$ cat config.mk
export PLATFORM = sky130hd
export DESIGN_NAME = bus_cycle_timing_arbiter
export DESIGN_NICKNAME = d
export VERILOG_FILES = /design/src/design/bus_timing_pkg.sv /design/src/design/state_timer_if.sv /design/src/design/bus_cycle_timing_arbiter.sv /design/src/design/state_timer.sv
export SDC_FILE = /design/constraint.sdc
export NUM_CORES = 1
export LEC_CHECK = 0
export ABC_CLOCK_PERIOD_IN_PS = 2400
export BUFFER_PORTS_ARGS = -buffer_cell sky130_fd_sc_hd__clkbuf_2
export CORE_MARGIN = 4
export CORE_UTILIZATION = 45
export DETAILED_ROUTE_END_ITERATION = 12
export GPL_ROUTABILITY_DRIVEN = 0
export PLACE_DENSITY_LB_ADDON = 0.25
export SLEW_MARGIN = 20
export SYNTH_ARGS = -nofsm -noshare
export SYNTH_HDL_FRONTEND = slang
export SYNTH_SLANG_ARGS = --single-unit
$ cat constraint.sdc
create_clock -name aclk -period 2.4 [get_ports aclk]
set_clock_uncertainty 0.1 [all_clocks]
set_input_delay 0.48 -clock aclk [delete_from_list [all_inputs] [get_ports aclk]]
set_output_delay 0.48 -clock aclk [all_outputs]
set_load 0.03 [all_outputs]
$ cat src/design/bus_timing_pkg.sv
package bus_timing_pkg;
  localparam int         AXI_ADDR_W           = 5;
  localparam int         DATA_W               = 32;
  localparam logic [4:0] OFF_WAIT_CTRL_FIRST  = 5'h00;
  localparam logic [4:0] OFF_WAIT_CTRL_SECOND = 5'h04;
  localparam logic [4:0] OFF_LONG_WAIT        = 5'h08;
  localparam logic [4:0] OFF_BUS_MODE         = 5'h0C;
  localparam logic [4:0] OFF_STATUS           = 5'h10;
  localparam logic [15:0] RST_WAIT_CTRL_FIRST  = 16'h02FF;
  localparam logic [15:0] RST_WAIT_CTRL_SECOND = 16'h00FF;
  localparam logic [5:0]  RST_LONG_WAIT        = 6'h3F;
  localparam logic [1:0]  RST_BUS_MODE         = 2'h0;
  localparam int         WW_POS        = 9;
  localparam int         LW_AREA0_POS  = 0;
  localparam int         LW_AREA2_POS  = 2;
  localparam int         LW_AREA6_POS  = 4;
  localparam int         MODE_DRAM_POS = 0;
  localparam int         MODE_MUX_POS  = 1;
  localparam int         STATE_W        = 4;
  localparam logic [3:0] ST_ONE         = 4'h1;
  localparam logic [3:0] ST_TWO         = 4'h2;
  localparam logic [3:0] ST_THREE       = 4'h3;
  localparam logic [3:0] ST_FOUR        = 4'h4;
  localparam logic [3:0] REFRESH_STATES = 4'h2;
  localparam logic [2:0] BOOT_ONCHIP_ROM = 3'h2;
  localparam logic [2:0] AREA0 = 3'h0;
  localparam logic [2:0] AREA1 = 3'h1;
  localparam logic [2:0] AREA2 = 3'h2;
  localparam logic [2:0] AREA5 = 3'h5;
  localparam logic [2:0] AREA6 = 3'h6;
  localparam logic [2:0] AREA7 = 3'h7;
  localparam logic [1:0] RESP_OKAY   = 2'h0;
  localparam logic [1:0] RESP_SLVERR = 2'h2;

  typedef enum logic [1:0] {
    ARB_IDLE     = 2'b00,
    ARB_CYCLE    = 2'b01,
    ARB_RELEASED = 2'b10
  } arb_state_t;

  typedef enum logic [1:0] {
    OWN_NONE    = 2'b00,
    OWN_CPU     = 2'b01,
    OWN_DMA     = 2'b10,
    OWN_REFRESH = 2'b11
  } owner_t;
endpackage

$ cat src/design/state_timer_if.sv
`timescale 1ns/100ps
interface state_timer_if;
  import bus_timing_pkg::*;
  logic               start;
  logic [STATE_W-1:0] base;
  logic               wait_en;
  logic               final_st;
  logic               done;
  logic               busy;
  modport timer (input start, base, wait_en, output final_st, done, busy);
  modport ctrl  (output start, base, wait_en, input final_st, done, busy);
endinterface

$ cat src/design/bus_cycle_timing_arbiter.sv
// The register offsets and register access over AXI4-Lite are this design's own decisions.
`timescale 1ns/100ps
module bus_cycle_timing_arbiter
  import bus_timing_pkg::*;
(
  input  wire logic                  aclk,
  input  wire logic                  aresetn,
  input  wire logic [AXI_ADDR_W-1:0] awaddr,
  input  wire logic [2:0]            awprot,
  input  wire logic                  awvalid,
  output logic                       awready,
  input  wire logic [DATA_W-1:0]     wdata,
  input  wire logic [3:0]            wstrb,
  input  wire logic                  wvalid,
  output logic                       wready,
  output logic [1:0]                 bresp,
  output logic                       bvalid,
  input  wire logic                  bready,
  input  wire logic [AXI_ADDR_W-1:0] araddr,
  input  wire logic [2:0]            arprot,
  input  wire logic                  arvalid,
  output logic                       arready,
  output logic [DATA_W-1:0]          rdata,
  output logic [1:0]                 rresp,
  output logic                       rvalid,
  input  wire logic                  rready,
  input  wire logic                  ext_bus_request_n,
  input  wire logic                  ext_wait_n,
  input  wire logic [2:0]            boot_mode_pins,
  input  wire logic                  refresh_req,
  input  wire logic                  dma_req,
  input  wire logic [2:0]            dma_area,
  input  wire logic                  dma_a27,
  input  wire logic                  dma_write,
  input  wire logic                  cpu_req,
  input  wire logic [2:0]            cpu_area,
  input  wire logic                  cpu_a27,
  input  wire logic                  cpu_write,
  input  wire logic                  cpu_lock,
  output logic                       bus_ack_n,
  output logic                       bus_drive_en,
  output logic                       cpu_grant,
  output logic                       dma_grant,
  output logic                       refresh_grant,
  output logic                       cycle_done
);
  logic [15:0]           wait_ctrl_first, wait_ctrl_second;
  logic [5:0]            long_wait_count_reg;
  logic [1:0]            bus_mode, ext_bus_request_n_sync, wait_sync;
  logic [2:0]            boot_meta, boot_mode, sel_area;
  arb_state_t            state;
  owner_t                cur_owner, pick;
  logic                  ext_bus_request_n_low, cur_lock, no_release, boundary, release_ok, ext_pending;
  logic                  lock_only, ref_ok, dma_ok, cpu_ok, launch;
  logic                  sel_a27, sel_write, sel_rd_bit, aw_got, w_got, wr_fire;
  logic [4:0]            sel_timing;
  logic [AXI_ADDR_W-1:0] waddr;
  logic [DATA_W-1:0]     wdata_q;
  logic [3:0]            wstrb_q;
  state_timer_if tif ();
  state_timer u_timer (
    .aclk     (aclk),
    .aresetn  (aresetn),
    .wait_low (!wait_sync[1]),
    .tif      (tif.timer)
  );
  // Pins are asynchronous; first stage feeds only the second
  always_ff @(posedge aclk) begin
    if (!aresetn) begin
      ext_bus_request_n_sync <= 2'h3;
      wait_sync <= 2'h3;
      boot_meta <= 3'h0;
      boot_mode <= 3'h0;
    end else begin
      ext_bus_request_n_sync <= {ext_bus_request_n_sync[0], ext_bus_request_n};
      wait_sync <= {wait_sync[0], ext_wait_n};
      boot_meta <= boot_mode_pins;
      boot_mode <= boot_meta;
    end
  end
  assign ext_bus_request_n_low = !ext_bus_request_n_sync[1];
  function automatic logic [4:0] cycle_timing(input logic [2:0] area, input logic a27,
                                              input logic wr, input logic rd_bit);
    logic [1:0] lf;
    logic [3:0] lw;
    logic       pitch;
    lf = long_wait_count_reg[LW_AREA6_POS +: 2];
    if (area == AREA0) lf = long_wait_count_reg[LW_AREA0_POS +: 2];
    if (area == AREA2) lf = long_wait_count_reg[LW_AREA2_POS +: 2];
    lw    = ST_TWO + {2'h0, lf};
    pitch = wr ? wait_ctrl_first[WW_POS] : rd_bit;
    if (area == AREA5 && a27) begin
      cycle_timing = {1'b0, ST_THREE};
    end else if ((area == AREA7 && !a27) || (area == AREA0 && boot_mode == BOOT_ONCHIP_ROM)) begin
      cycle_timing = {1'b0, ST_ONE};
    end else if (area == AREA6 && !a27 && bus_mode[MODE_MUX_POS]) begin
      cycle_timing = {1'b1, ST_FOUR};
    end else if (area == AREA1 && bus_mode[MODE_DRAM_POS]) begin
      cycle_timing = pitch ? {1'b1, ST_TWO} : {1'b0, ST_ONE};
    end else if (area == AREA0 || area == AREA2 || area == AREA6) begin
      cycle_timing = {wr | rd_bit, lw};
    end else if (wr || rd_bit) begin
      cycle_timing = {1'b1, ST_TWO};
    end else begin
      cycle_timing = {1'b0, ST_ONE};
    end
  endfunction

  // Arbitration happens only at a cycle boundary
  always_comb begin
    boundary    = (state == ARB_IDLE) || (state == ARB_CYCLE && tif.done);
    // Request read in the cycle's last state; later ones wait a cycle
    release_ok  = !no_release &&
                  !(state == ARB_CYCLE && (cur_lock || cur_owner == OWN_REFRESH));
    ext_pending = ext_bus_request_n_low && release_ok;
    lock_only   = no_release && cur_lock;
    ref_ok      = refresh_req && !refresh_grant && !lock_only;
    dma_ok      = dma_req && !dma_grant && !lock_only;
    cpu_ok      = cpu_req && !cpu_grant;
    launch      = boundary && !ext_pending && (ref_ok || dma_ok || cpu_ok);
    if (ref_ok) begin
      pick = OWN_REFRESH;
    end else if (dma_ok) begin
      pick = OWN_DMA;
    end else if (cpu_ok) begin
      pick = OWN_CPU;
    end else begin
      pick = OWN_NONE;
    end
    sel_area   = (pick == OWN_DMA) ? dma_area  : cpu_area;
    sel_a27    = (pick == OWN_DMA) ? dma_a27   : cpu_a27;
    sel_write  = (pick == OWN_DMA) ? dma_write : cpu_write;
    sel_rd_bit = (pick == OWN_DMA) ? wait_ctrl_second[sel_area] : wait_ctrl_first[sel_area];
    sel_timing = cycle_timing(sel_area, sel_a27, sel_write, sel_rd_bit);
    tif.start  = launch && (state != ARB_RELEASED);
    tif.base   = (pick == OWN_REFRESH) ? REFRESH_STATES : sel_timing[3:0];
    tif.wait_en = (pick != OWN_REFRESH) && sel_timing[4];
  end

  always_ff @(posedge aclk) begin
    if (!aresetn) begin
      state <= ARB_IDLE;
    end else begin
      case (state)
        ARB_IDLE: begin
          if (ext_pending) begin
            state <= ARB_RELEASED;
          end else if (launch) begin
            state <= ARB_CYCLE;
          end
        end
        ARB_CYCLE: begin
          if (tif.done) begin
            if (ext_pending) begin
              state <= ARB_RELEASED;
            end else if (!launch) begin
              state <= ARB_IDLE;
            end
          end
        end
        ARB_RELEASED: begin
          if (!ext_bus_request_n_low) begin
            state <= ARB_IDLE;
          end
        end
        default: state <= ARB_IDLE;
      endcase
    end
  end

  // Output drive follows ownership; acknowledge also goes high on a refresh request while released
  always_ff @(posedge aclk) begin
    if (!aresetn) begin
      bus_ack_n    <= 1'b1;
      bus_drive_en <= 1'b1;
    end else if (state != ARB_RELEASED && boundary && ext_pending) begin
      bus_ack_n    <= refresh_req;
      bus_drive_en <= 1'b0;
    end else if (state == ARB_RELEASED) begin
      if (!ext_bus_request_n_low) begin
        bus_ack_n    <= 1'b1;
        bus_drive_en <= 1'b1;
      end else if (refresh_req) begin
        bus_ack_n <= 1'b1;
      end
    end
  end

  always_ff @(posedge aclk) begin
    if (!aresetn) begin
      cur_owner     <= OWN_NONE;
      cur_lock      <= 1'b0;
      no_release    <= 1'b0;
      cpu_grant     <= 1'b0;
      dma_grant     <= 1'b0;
      refresh_grant <= 1'b0;
      cycle_done    <= 1'b0;
    end else begin
      cpu_grant     <= tif.start && pick == OWN_CPU;
      dma_grant     <= tif.start && pick == OWN_DMA;
      refresh_grant <= tif.start && pick == OWN_REFRESH;
      cycle_done    <= state == ARB_CYCLE && tif.done;
      if (tif.start) begin
        cur_owner <= pick;
        cur_lock  <= (pick == OWN_CPU) && cpu_lock;
      end
      if (state == ARB_CYCLE && tif.done) begin
        no_release <= cur_lock || (cur_owner == OWN_REFRESH && launch);
      end
    end
  end

  // Register bus: one write and one read in flight
  assign wr_fire = aw_got && w_got && !bvalid;

  function automatic logic addr_mapped(input logic [AXI_ADDR_W-1:0] a);
    addr_mapped = (a == OFF_WAIT_CTRL_FIRST) || (a == OFF_WAIT_CTRL_SECOND) ||
                  (a == OFF_LONG_WAIT) || (a == OFF_BUS_MODE) || (a == OFF_STATUS);
  endfunction

  always_ff @(posedge aclk) begin
    if (!aresetn) begin
      awready <= 1'b1;
      wready  <= 1'b1;
      bvalid  <= 1'b0;
      bresp   <= RESP_OKAY;
      aw_got  <= 1'b0;
      w_got   <= 1'b0;
      waddr   <= '0;
      wdata_q <= '0;
      wstrb_q <= 4'h0;
    end else begin
      if (awvalid && awready) begin
        waddr   <= awaddr;
        awready <= 1'b0;
        aw_got  <= 1'b1;
      end
      if (wvalid && wready) begin
        wdata_q <= wdata;
        wstrb_q <= wstrb;
        wready  <= 1'b0;
        w_got   <= 1'b1;
      end
      if (wr_fire) begin
        bvalid <= 1'b1;
        bresp  <= (addr_mapped(waddr) && waddr != OFF_STATUS) ? RESP_OKAY : RESP_SLVERR;
        aw_got <= 1'b0;
        w_got  <= 1'b0;
      end
      if (bvalid && bready) begin
        bvalid  <= 1'b0;
        awready <= 1'b1;
        wready  <= 1'b1;
      end
    end
  end

  always_ff @(posedge aclk) begin
    if (!aresetn) begin
      wait_ctrl_first     <= RST_WAIT_CTRL_FIRST;
      wait_ctrl_second    <= RST_WAIT_CTRL_SECOND;
      long_wait_count_reg <= RST_LONG_WAIT;
      bus_mode            <= RST_BUS_MODE;
    end else if (wr_fire) begin
      case (waddr)
        OFF_WAIT_CTRL_FIRST: begin
          if (wstrb_q[0]) wait_ctrl_first[7:0] <= wdata_q[7:0];
          if (wstrb_q[1]) wait_ctrl_first[15:8] <= wdata_q[15:8] & 8'h02;
        end
        OFF_WAIT_CTRL_SECOND: begin
          if (wstrb_q[0]) wait_ctrl_second[7:0] <= wdata_q[7:0];
        end
        OFF_LONG_WAIT: begin
          if (wstrb_q[0]) long_wait_count_reg <= wdata_q[5:0];
        end
        OFF_BUS_MODE: begin
          if (wstrb_q[0]) bus_mode <= wdata_q[1:0];
        end
        default: bus_mode <= bus_mode;
      endcase
    end
  end

  always_ff @(posedge aclk) begin
    if (!aresetn) begin
      arready <= 1'b1;
      rvalid  <= 1'b0;
      rdata   <= '0;
      rresp   <= RESP_OKAY;
    end else if (arvalid && arready) begin
      arready <= 1'b0;
      rvalid  <= 1'b1;
      rresp   <= addr_mapped(araddr) ? RESP_OKAY : RESP_SLVERR;
      case (araddr)
        OFF_WAIT_CTRL_FIRST:  rdata <= {16'h0000, wait_ctrl_first};
        OFF_WAIT_CTRL_SECOND: rdata <= {16'h0000, wait_ctrl_second};
        OFF_LONG_WAIT:        rdata <= {26'h0000000, long_wait_count_reg};
        OFF_BUS_MODE:         rdata <= {30'h00000000, bus_mode};
        OFF_STATUS:           rdata <= {22'h000000, boot_mode, no_release, cur_owner,
                                        state, bus_drive_en, bus_ack_n};
        default:              rdata <= 32'h00000000;
      endcase
    end else if (rvalid && rready) begin
      rvalid  <= 1'b0;
      arready <= 1'b1;
    end
  end
endmodule

$ cat src/design/state_timer.sv
`timescale 1ns/100ps
module state_timer
  import bus_timing_pkg::*;
(
  input wire logic    aclk,
  input wire logic    aresetn,
  input wire logic    wait_low,
  state_timer_if.timer tif
);
  logic [STATE_W-1:0] remaining;
  logic               busy;
  logic               wait_en_q;

  assign tif.busy     = busy;
  assign tif.final_st = busy && (remaining == ST_ONE);
  // Each sampled wait in the final state holds it one more state
  assign tif.done     = tif.final_st && !(wait_en_q && wait_low);

  always_ff @(posedge aclk) begin
    if (!aresetn) begin
      busy      <= 1'b0;
      remaining <= 4'h0;
      wait_en_q <= 1'b0;
    end else if (tif.start) begin
      busy      <= 1'b1;
      remaining <= tif.base;
      wait_en_q <= tif.wait_en;
    end else if (tif.done) begin
      busy <= 1'b0;
    end else if (busy && remaining != ST_ONE) begin
      remaining <= remaining - ST_ONE;
    end
  end
endmodule

# Word-level counts from Yosys, hierarchy flattened
# Cells that the tools add are included.
# totals
register_bits,113
in_bits,78
wordCells,207
# classes
add_sub_neg,2
magnitude_cmp,1
n_eq_ne,30
n_mux,48
bitwise,2
reduce_logical,89
# ops
cell,n
$pmux W10 S5,1
$logic_and A1 B1 Y1,39
$mux W5,7
$mux W2,12
$eq A5 B4 Y1 const B,4
$mux W1,20
$logic_or A1 B1 Y1,17
$mux W4,4
$reduce_and A3 Y1,5
$logic_not A1 Y1,12
$eq A5 B3 Y1 const B,2
$eq A5 B5 Y1 const B,2
$logic_not A5 Y1,2
$ne A2 B2 Y1 const B,5
$reduce_bool A2 Y1,5
$eq A3 B3 Y1 const B,3
$eq A2 B2 Y1 const B,4
$bmux W1 S3,2
$eq A3 B2 Y1 const B,2
$ne A3 B3 Y1 const B,2
$pmux W2 S3,1
$reduce_and A2 Y1,3
$lt A3 B5 Y1 const B,1
$ne A5 B5 Y1 const B,1
other kinds (14),16

# Depth between registers and ports, before layout
# logic_depth
ltp_word,19
depth_mapped,8

# Hierarchy
# A second synthesis with hierarchy kept.
# unflattened
hier_cells,514
area_unflattened_um2,4291.6
# by_module_without_submodules
mod,n_inst,cells_per_inst,area_per_inst_um2,seq_area_each_um2
bus_cycle_timing_arbiter,1,472,3943.8,1641.6
state_timer,1,42,347.8,120.1

# Least setup slack after synthesis
# No wires, ideal clock.
# synth_timing
path_kind,register to register
from,reg dma_grant
to,reg u_timer.remaining[1]
arrival_ps,1882
path_slack_ps,344
stages_incl_launch_ff,8
path_buffers,1
period_less_slack_ps,2056
path_cell_list,dfxtp_1 -> and2b_2 -> nand3_1 -> buf_2 -> nor4b_1 -> nor4_1 -> o221ai_1 -> a31oi_1
# synth_via
elab_chain_cells,19
word_cells_on_any_way,52
cone_classes,add/sub: 1; eq/ne: 8; mux: 22; reduce/logical: 21
# synth_rtl
element,line,source
"start, declared",bus_cycle_timing_arbiter.sv:43,"output logic dma_grant,"
"start signal, assigned",bus_cycle_timing_arbiter.sv:195,dma_grant <= 1'b0;
"start signal, assigned",bus_cycle_timing_arbiter.sv:200,dma_grant <= tif.start && pick == OWN_DMA;
$logic_not A1 Y1 *,bus_cycle_timing_arbiter.sv:118,dma_ok = dma_req && !dma_grant && !lock_only;
$logic_and A1 B1 Y1 * (2 in a row),bus_cycle_timing_arbiter.sv:118,
$mux W2,bus_cycle_timing_arbiter.sv:123,end else if (dma_ok) begin
$mux W2,bus_cycle_timing_arbiter.sv:121,if (ref_ok) begin
$eq A2 B2 Y1,--,
$mux W3,bus_cycle_timing_arbiter.sv:130,sel_area = (pick == OWN_DMA) ? dma_area : cpu_area;
$bmux W1 S3,bus_cycle_timing_arbiter.sv:133,sel_rd_bit = (pick == OWN_DMA) ? wait_ctrl_second[sel_area] : wait_ctrl_first[sel_area];
$mux W1 (not written as such),bus_cycle_timing_arbiter.sv:133,
[... 2 more ...],--,
$mux W5,bus_cycle_timing_arbiter.sv:102,end else if (wr || rd_bit) begin
$mux W5,bus_cycle_timing_arbiter.sv:100,end else if (area == AREA0 || area == AREA2 || area == AREA6) begin
$mux W5,bus_cycle_timing_arbiter.sv:98,end else if (area == AREA1 && bus_mode[MODE_DRAM_POS]) begin
$mux W5,bus_cycle_timing_arbiter.sv:96,end else if (area == AREA6 && !a27 && bus_mode[MODE_MUX_POS]) begin
$mux W5,bus_cycle_timing_arbiter.sv:94,end else if ((area == AREA7 && !a27) || (area == AREA0 && boot_mode == BOOT_ONCHIP_ROM)) begin
$mux W5,bus_cycle_timing_arbiter.sv:92,if (area == AREA5 && a27) begin
$mux W4,bus_cycle_timing_arbiter.sv:136,tif.base = (pick == OWN_REFRESH) ? REFRESH_STATES : sel_timing[3:0];
$mux W4,state_timer.sv:24,end else if (tif.start) begin
"end signal, assigned",state_timer.sv:26,remaining <= tif.base;
"end signal, assigned",state_timer.sv:31,remaining <= remaining - ST_ONE;
"end, declared",state_timer.sv:10,logic [STATE_W-1:0] remaining;
# Every way passes the cells marked *; elsewhere a longest branch is shown, timed or not. The select of a mux whose other input is x is not followed.
# A chain may end at the register's enable or synchronous reset.

# Final worst setup path
# layout_timing
from,reg u_timer.remaining[0]
to,reg u_timer.remaining[2]
# layout_via
elab_chain_cells,10
word_cells_on_any_way,17
cone_classes,add/sub: 1; eq/ne: 3; mux: 3; reduce/logical: 10
# layout_rtl
element,line,source
$eq A4 B1 Y1,state_timer.sv:15,assign tif.final_st = busy && (remaining == ST_ONE);
$logic_and A1 B1 Y1,state_timer.sv:15,
$logic_and A1 B1 Y1,state_timer.sv:17,assign tif.done = tif.final_st && !(wait_en_q && wait_low);
$logic_and A1 B1 Y1,bus_cycle_timing_arbiter.sv:111,boundary = (state == ARB_IDLE) || (state == ARB_CYCLE && tif.done);
$logic_or A1 B1 Y1,bus_cycle_timing_arbiter.sv:111,
$logic_and A1 B1 Y1 (2 in a row),bus_cycle_timing_arbiter.sv:120,launch = boundary && !ext_pending && (ref_ok || dma_ok || cpu_ok);
$logic_and A1 B1 Y1,bus_cycle_timing_arbiter.sv:135,tif.start = launch && (state != ARB_RELEASED);
$ne A2 B2 Y1 (no line) / $reduce_bool A2 Y1 (equally long branches),--,
$reduce_and A2 Y1 (no line),--,
# Several ways; a longest one is shown, not always the timed one. The select of a mux whose other input is x is not followed.

==> metrics.txt <==
Post-layout nets=664; root buffer cell=clkbuf_8; routed len/inst=14.5 um; Clk pin slew, worst setup/hold paths=0.09 ns; worst-skew pair later-pin latency=0.35 ns; initial core utilization=46.4%; crit-path max FO=7; biggest regs=rdata (10), wait_ctrl_first (9), wdata_q (9); Die Area=11200 um2; count of hold buffers inserted by post-cts repair=0; Port Buffers=69; slew of the pin with the lowest slew margin=0.648 ns; max reg flops=10; commonest non-fill, non-tap cell in the layout=nand2_1; number of global-route vias before repair=3570; RSZ-0062 raised after global routing=false; Die H=106 um; Top reg by flops=rdata; Area Overhead vs Synth=14.6%; Cells after Synth=511; sum of negative setup slack=0 ns; most frequent cells in the layout=90 x nand2_1, 88 x dfxtp_1, 69 x clkbuf_2; sequential share of the synthesized area=40.9%; final worst path period share=93.4%; post-route minimum period=2.24 ns; Top FF cell, synth=dfxtp_1; antenna cells=0; type of the most critical hold path=input pin to register; dpl hpwl=8.07 mm; post-synth cell types=68; Boundary Pins=125; Design Area, Final=4940 um2; Startpoint Class=register; Die Wd=106 um; GR Util All Layers=18.8%; Post-synth ARST share=0%; htree depth=3; Max-cap violations=0; Max Root-Sink Buffers=2; Routed Antenna Nets=0; CP arrival=2.44 ns; GRT overflow=0; Via density=5.32; Max Freq=0.446 GHz; CTS sink cnt=88; Post-synth EDFFs=0; crit end category=register; post-CTS setup buffer count=0; WS Path Type=register to register; placed cell count=702; Final Non-Filler Cells=718; Syn Std Cell Area=4310 um2; FP Rows=35; Yosys Warn Count=0; Leak Pwr=0.00211 uW; core area=9280 um2; synthesized flop and latch total=88; Mapped Avg Cell Area=8.43 um2; Final Hold Fails=0; global-route wire length before repair=17.0 mm; first drt pass iteration count=5; Worst slew margin=56.5%; fin. max-slew vios=0; Placed Area=4740 um2; layout cell share with drive strength beyond 1=22.8%; detailed-route DRC error count=0; Resized Gates After CTS=0; initial antenna violation count=0; Num CTS Buffers=9; via count=3820; Final setup viols=0; CTS tree=built; PD cells=625 nW/um2; 1st-iter DRT viols=183; Total Wirelength=10.4 mm; outcome=complete, no violations; pin count of the biggest net entering global routing=44; maximum vdd drop=0.411 mV; WP data required=2.60 ns
[metrics by stage]
step	utilization, %	hold WS [ns]	setup slack, ns	total power, uW
final	53.2	0.212	0.158	3090
after global routing	53.2	0.200	0.00637	3240
after CTS	53.2	0.198	0.174	3120
after detailed placement	51.1	0.292	0.147	2110
after global placement	51.1	0.291	0.149	2100
after floorplan	-	0.286	0.344	2000
[path summary, 6_finish.rpt]
path                            cells past startpoint                              endpoint  slack (ns)                            startpoint
worst min-delay path                                2               wait_sync[0]$_SDFF_PN1_        0.21                            ext_wait_n
worst min register to register                      1  ext_bus_request_n_sync[1]$_SDFF_PN1_        0.31  ext_bus_request_n_sync[0]$_SDFF_PN1_
worst max-delay path                                8     u_timer.remaining[2]$_SDFFE_PN0P_        0.16     u_timer.remaining[0]$_SDFFE_PN0P_
worst max register to register                      8     u_timer.remaining[2]$_SDFFE_PN0P_        0.16     u_timer.remaining[0]$_SDFFE_PN0P_
[layer usage]
layer  GRT usage (%)  up-vias  wire length, um
met5               0        -                0
met4            6.94        0              245
met3            3.92       22              740
met2            29.8      155             4680
met1            25.2     1741             4750
li1                -     1902                -
[kinds of logic (layout without fill, tap and decap cells)]
| group | Yosys count | in the layout | share of synthesized area, % |
|---|---|---|---|
| multiplexers | 34 | 34 | 8.68 |
| adder cells (fa/ha/maj) | 2 | 2 | 0.581 |
| buffers and inverters | 63 | 118 | 8.04 |
| AO/OA/AOI/OAI | 101 | 101 | 16.3 |
| other | 1 | 24 | 0.0870 |
| flip-flops | 88 | 88 | 40.9 |
| XOR/XNOR | 2 | 2 | 0.407 |
| AND/OR/NAND/NOR | 220 | 220 | 25.0 |
[cell usage after synthesis (4+ instances only)]
cell | instances | area, um2
dfxtp_1 | 88 | 1760
mux2i_1 | 19 | 190
nor2_1 | 31 | 116
a31oi_1 | 4 | 25.0
inv_1 | 16 | 60.1
a2bb2oi_1 | 6 | 52.6
nand2b_1 | 9 | 56.3
a222oi_1 | 4 | 40.0
nand4_1 | 6 | 37.5
buf_2 | 4 | 20.0
and2_1 | 10 | 62.6
nand3_1 | 33 | 165
o21ai_0 | 17 | 85.1
nand2_1 | 90 | 338
mux2_2 | 13 | 146
or2b_2 | 4 | 35.0
nor3_1 | 11 | 55.1
nor4_1 | 4 | 25.0
a211oi_1 | 4 | 30.0
a21oi_1 | 34 | 170
buf_4 | 24 | 180
clkbuf_1 | 16 | 60.1
[power breakdown]
part           leakage, uW  internal (uW)  switching (uW)
logic              0.00130            198             302
clock network    0.0000929            485             522
registers         0.000719           1520            57.8
total              0.00211           2200             882
[critical path, cell delays in order, from the launching register on]
cell and delay (ns):
dfxtp_1 0.41, ha_1 0.16, nor3b_2 0.28, a31oi_2 0.18, a2111oi_4 0.29, buf_4 0.21
nand4_1 0.13, a31oi_1 0.21, o221a_1 0.21
[area by class of cell]
class / count / area (um2)
multi-input cells: 383 / 2290
clock inverters: 6 / 67.6
fillers: 935 / 4350
repair buffers: 86 / 473
clock buffers: 10 / 128
inverters: 16 / 60.1
flip-flops and latches: 88 / 1760
well taps: 129 / 161
Note: power is estimated with default switching activity, not from simulation.
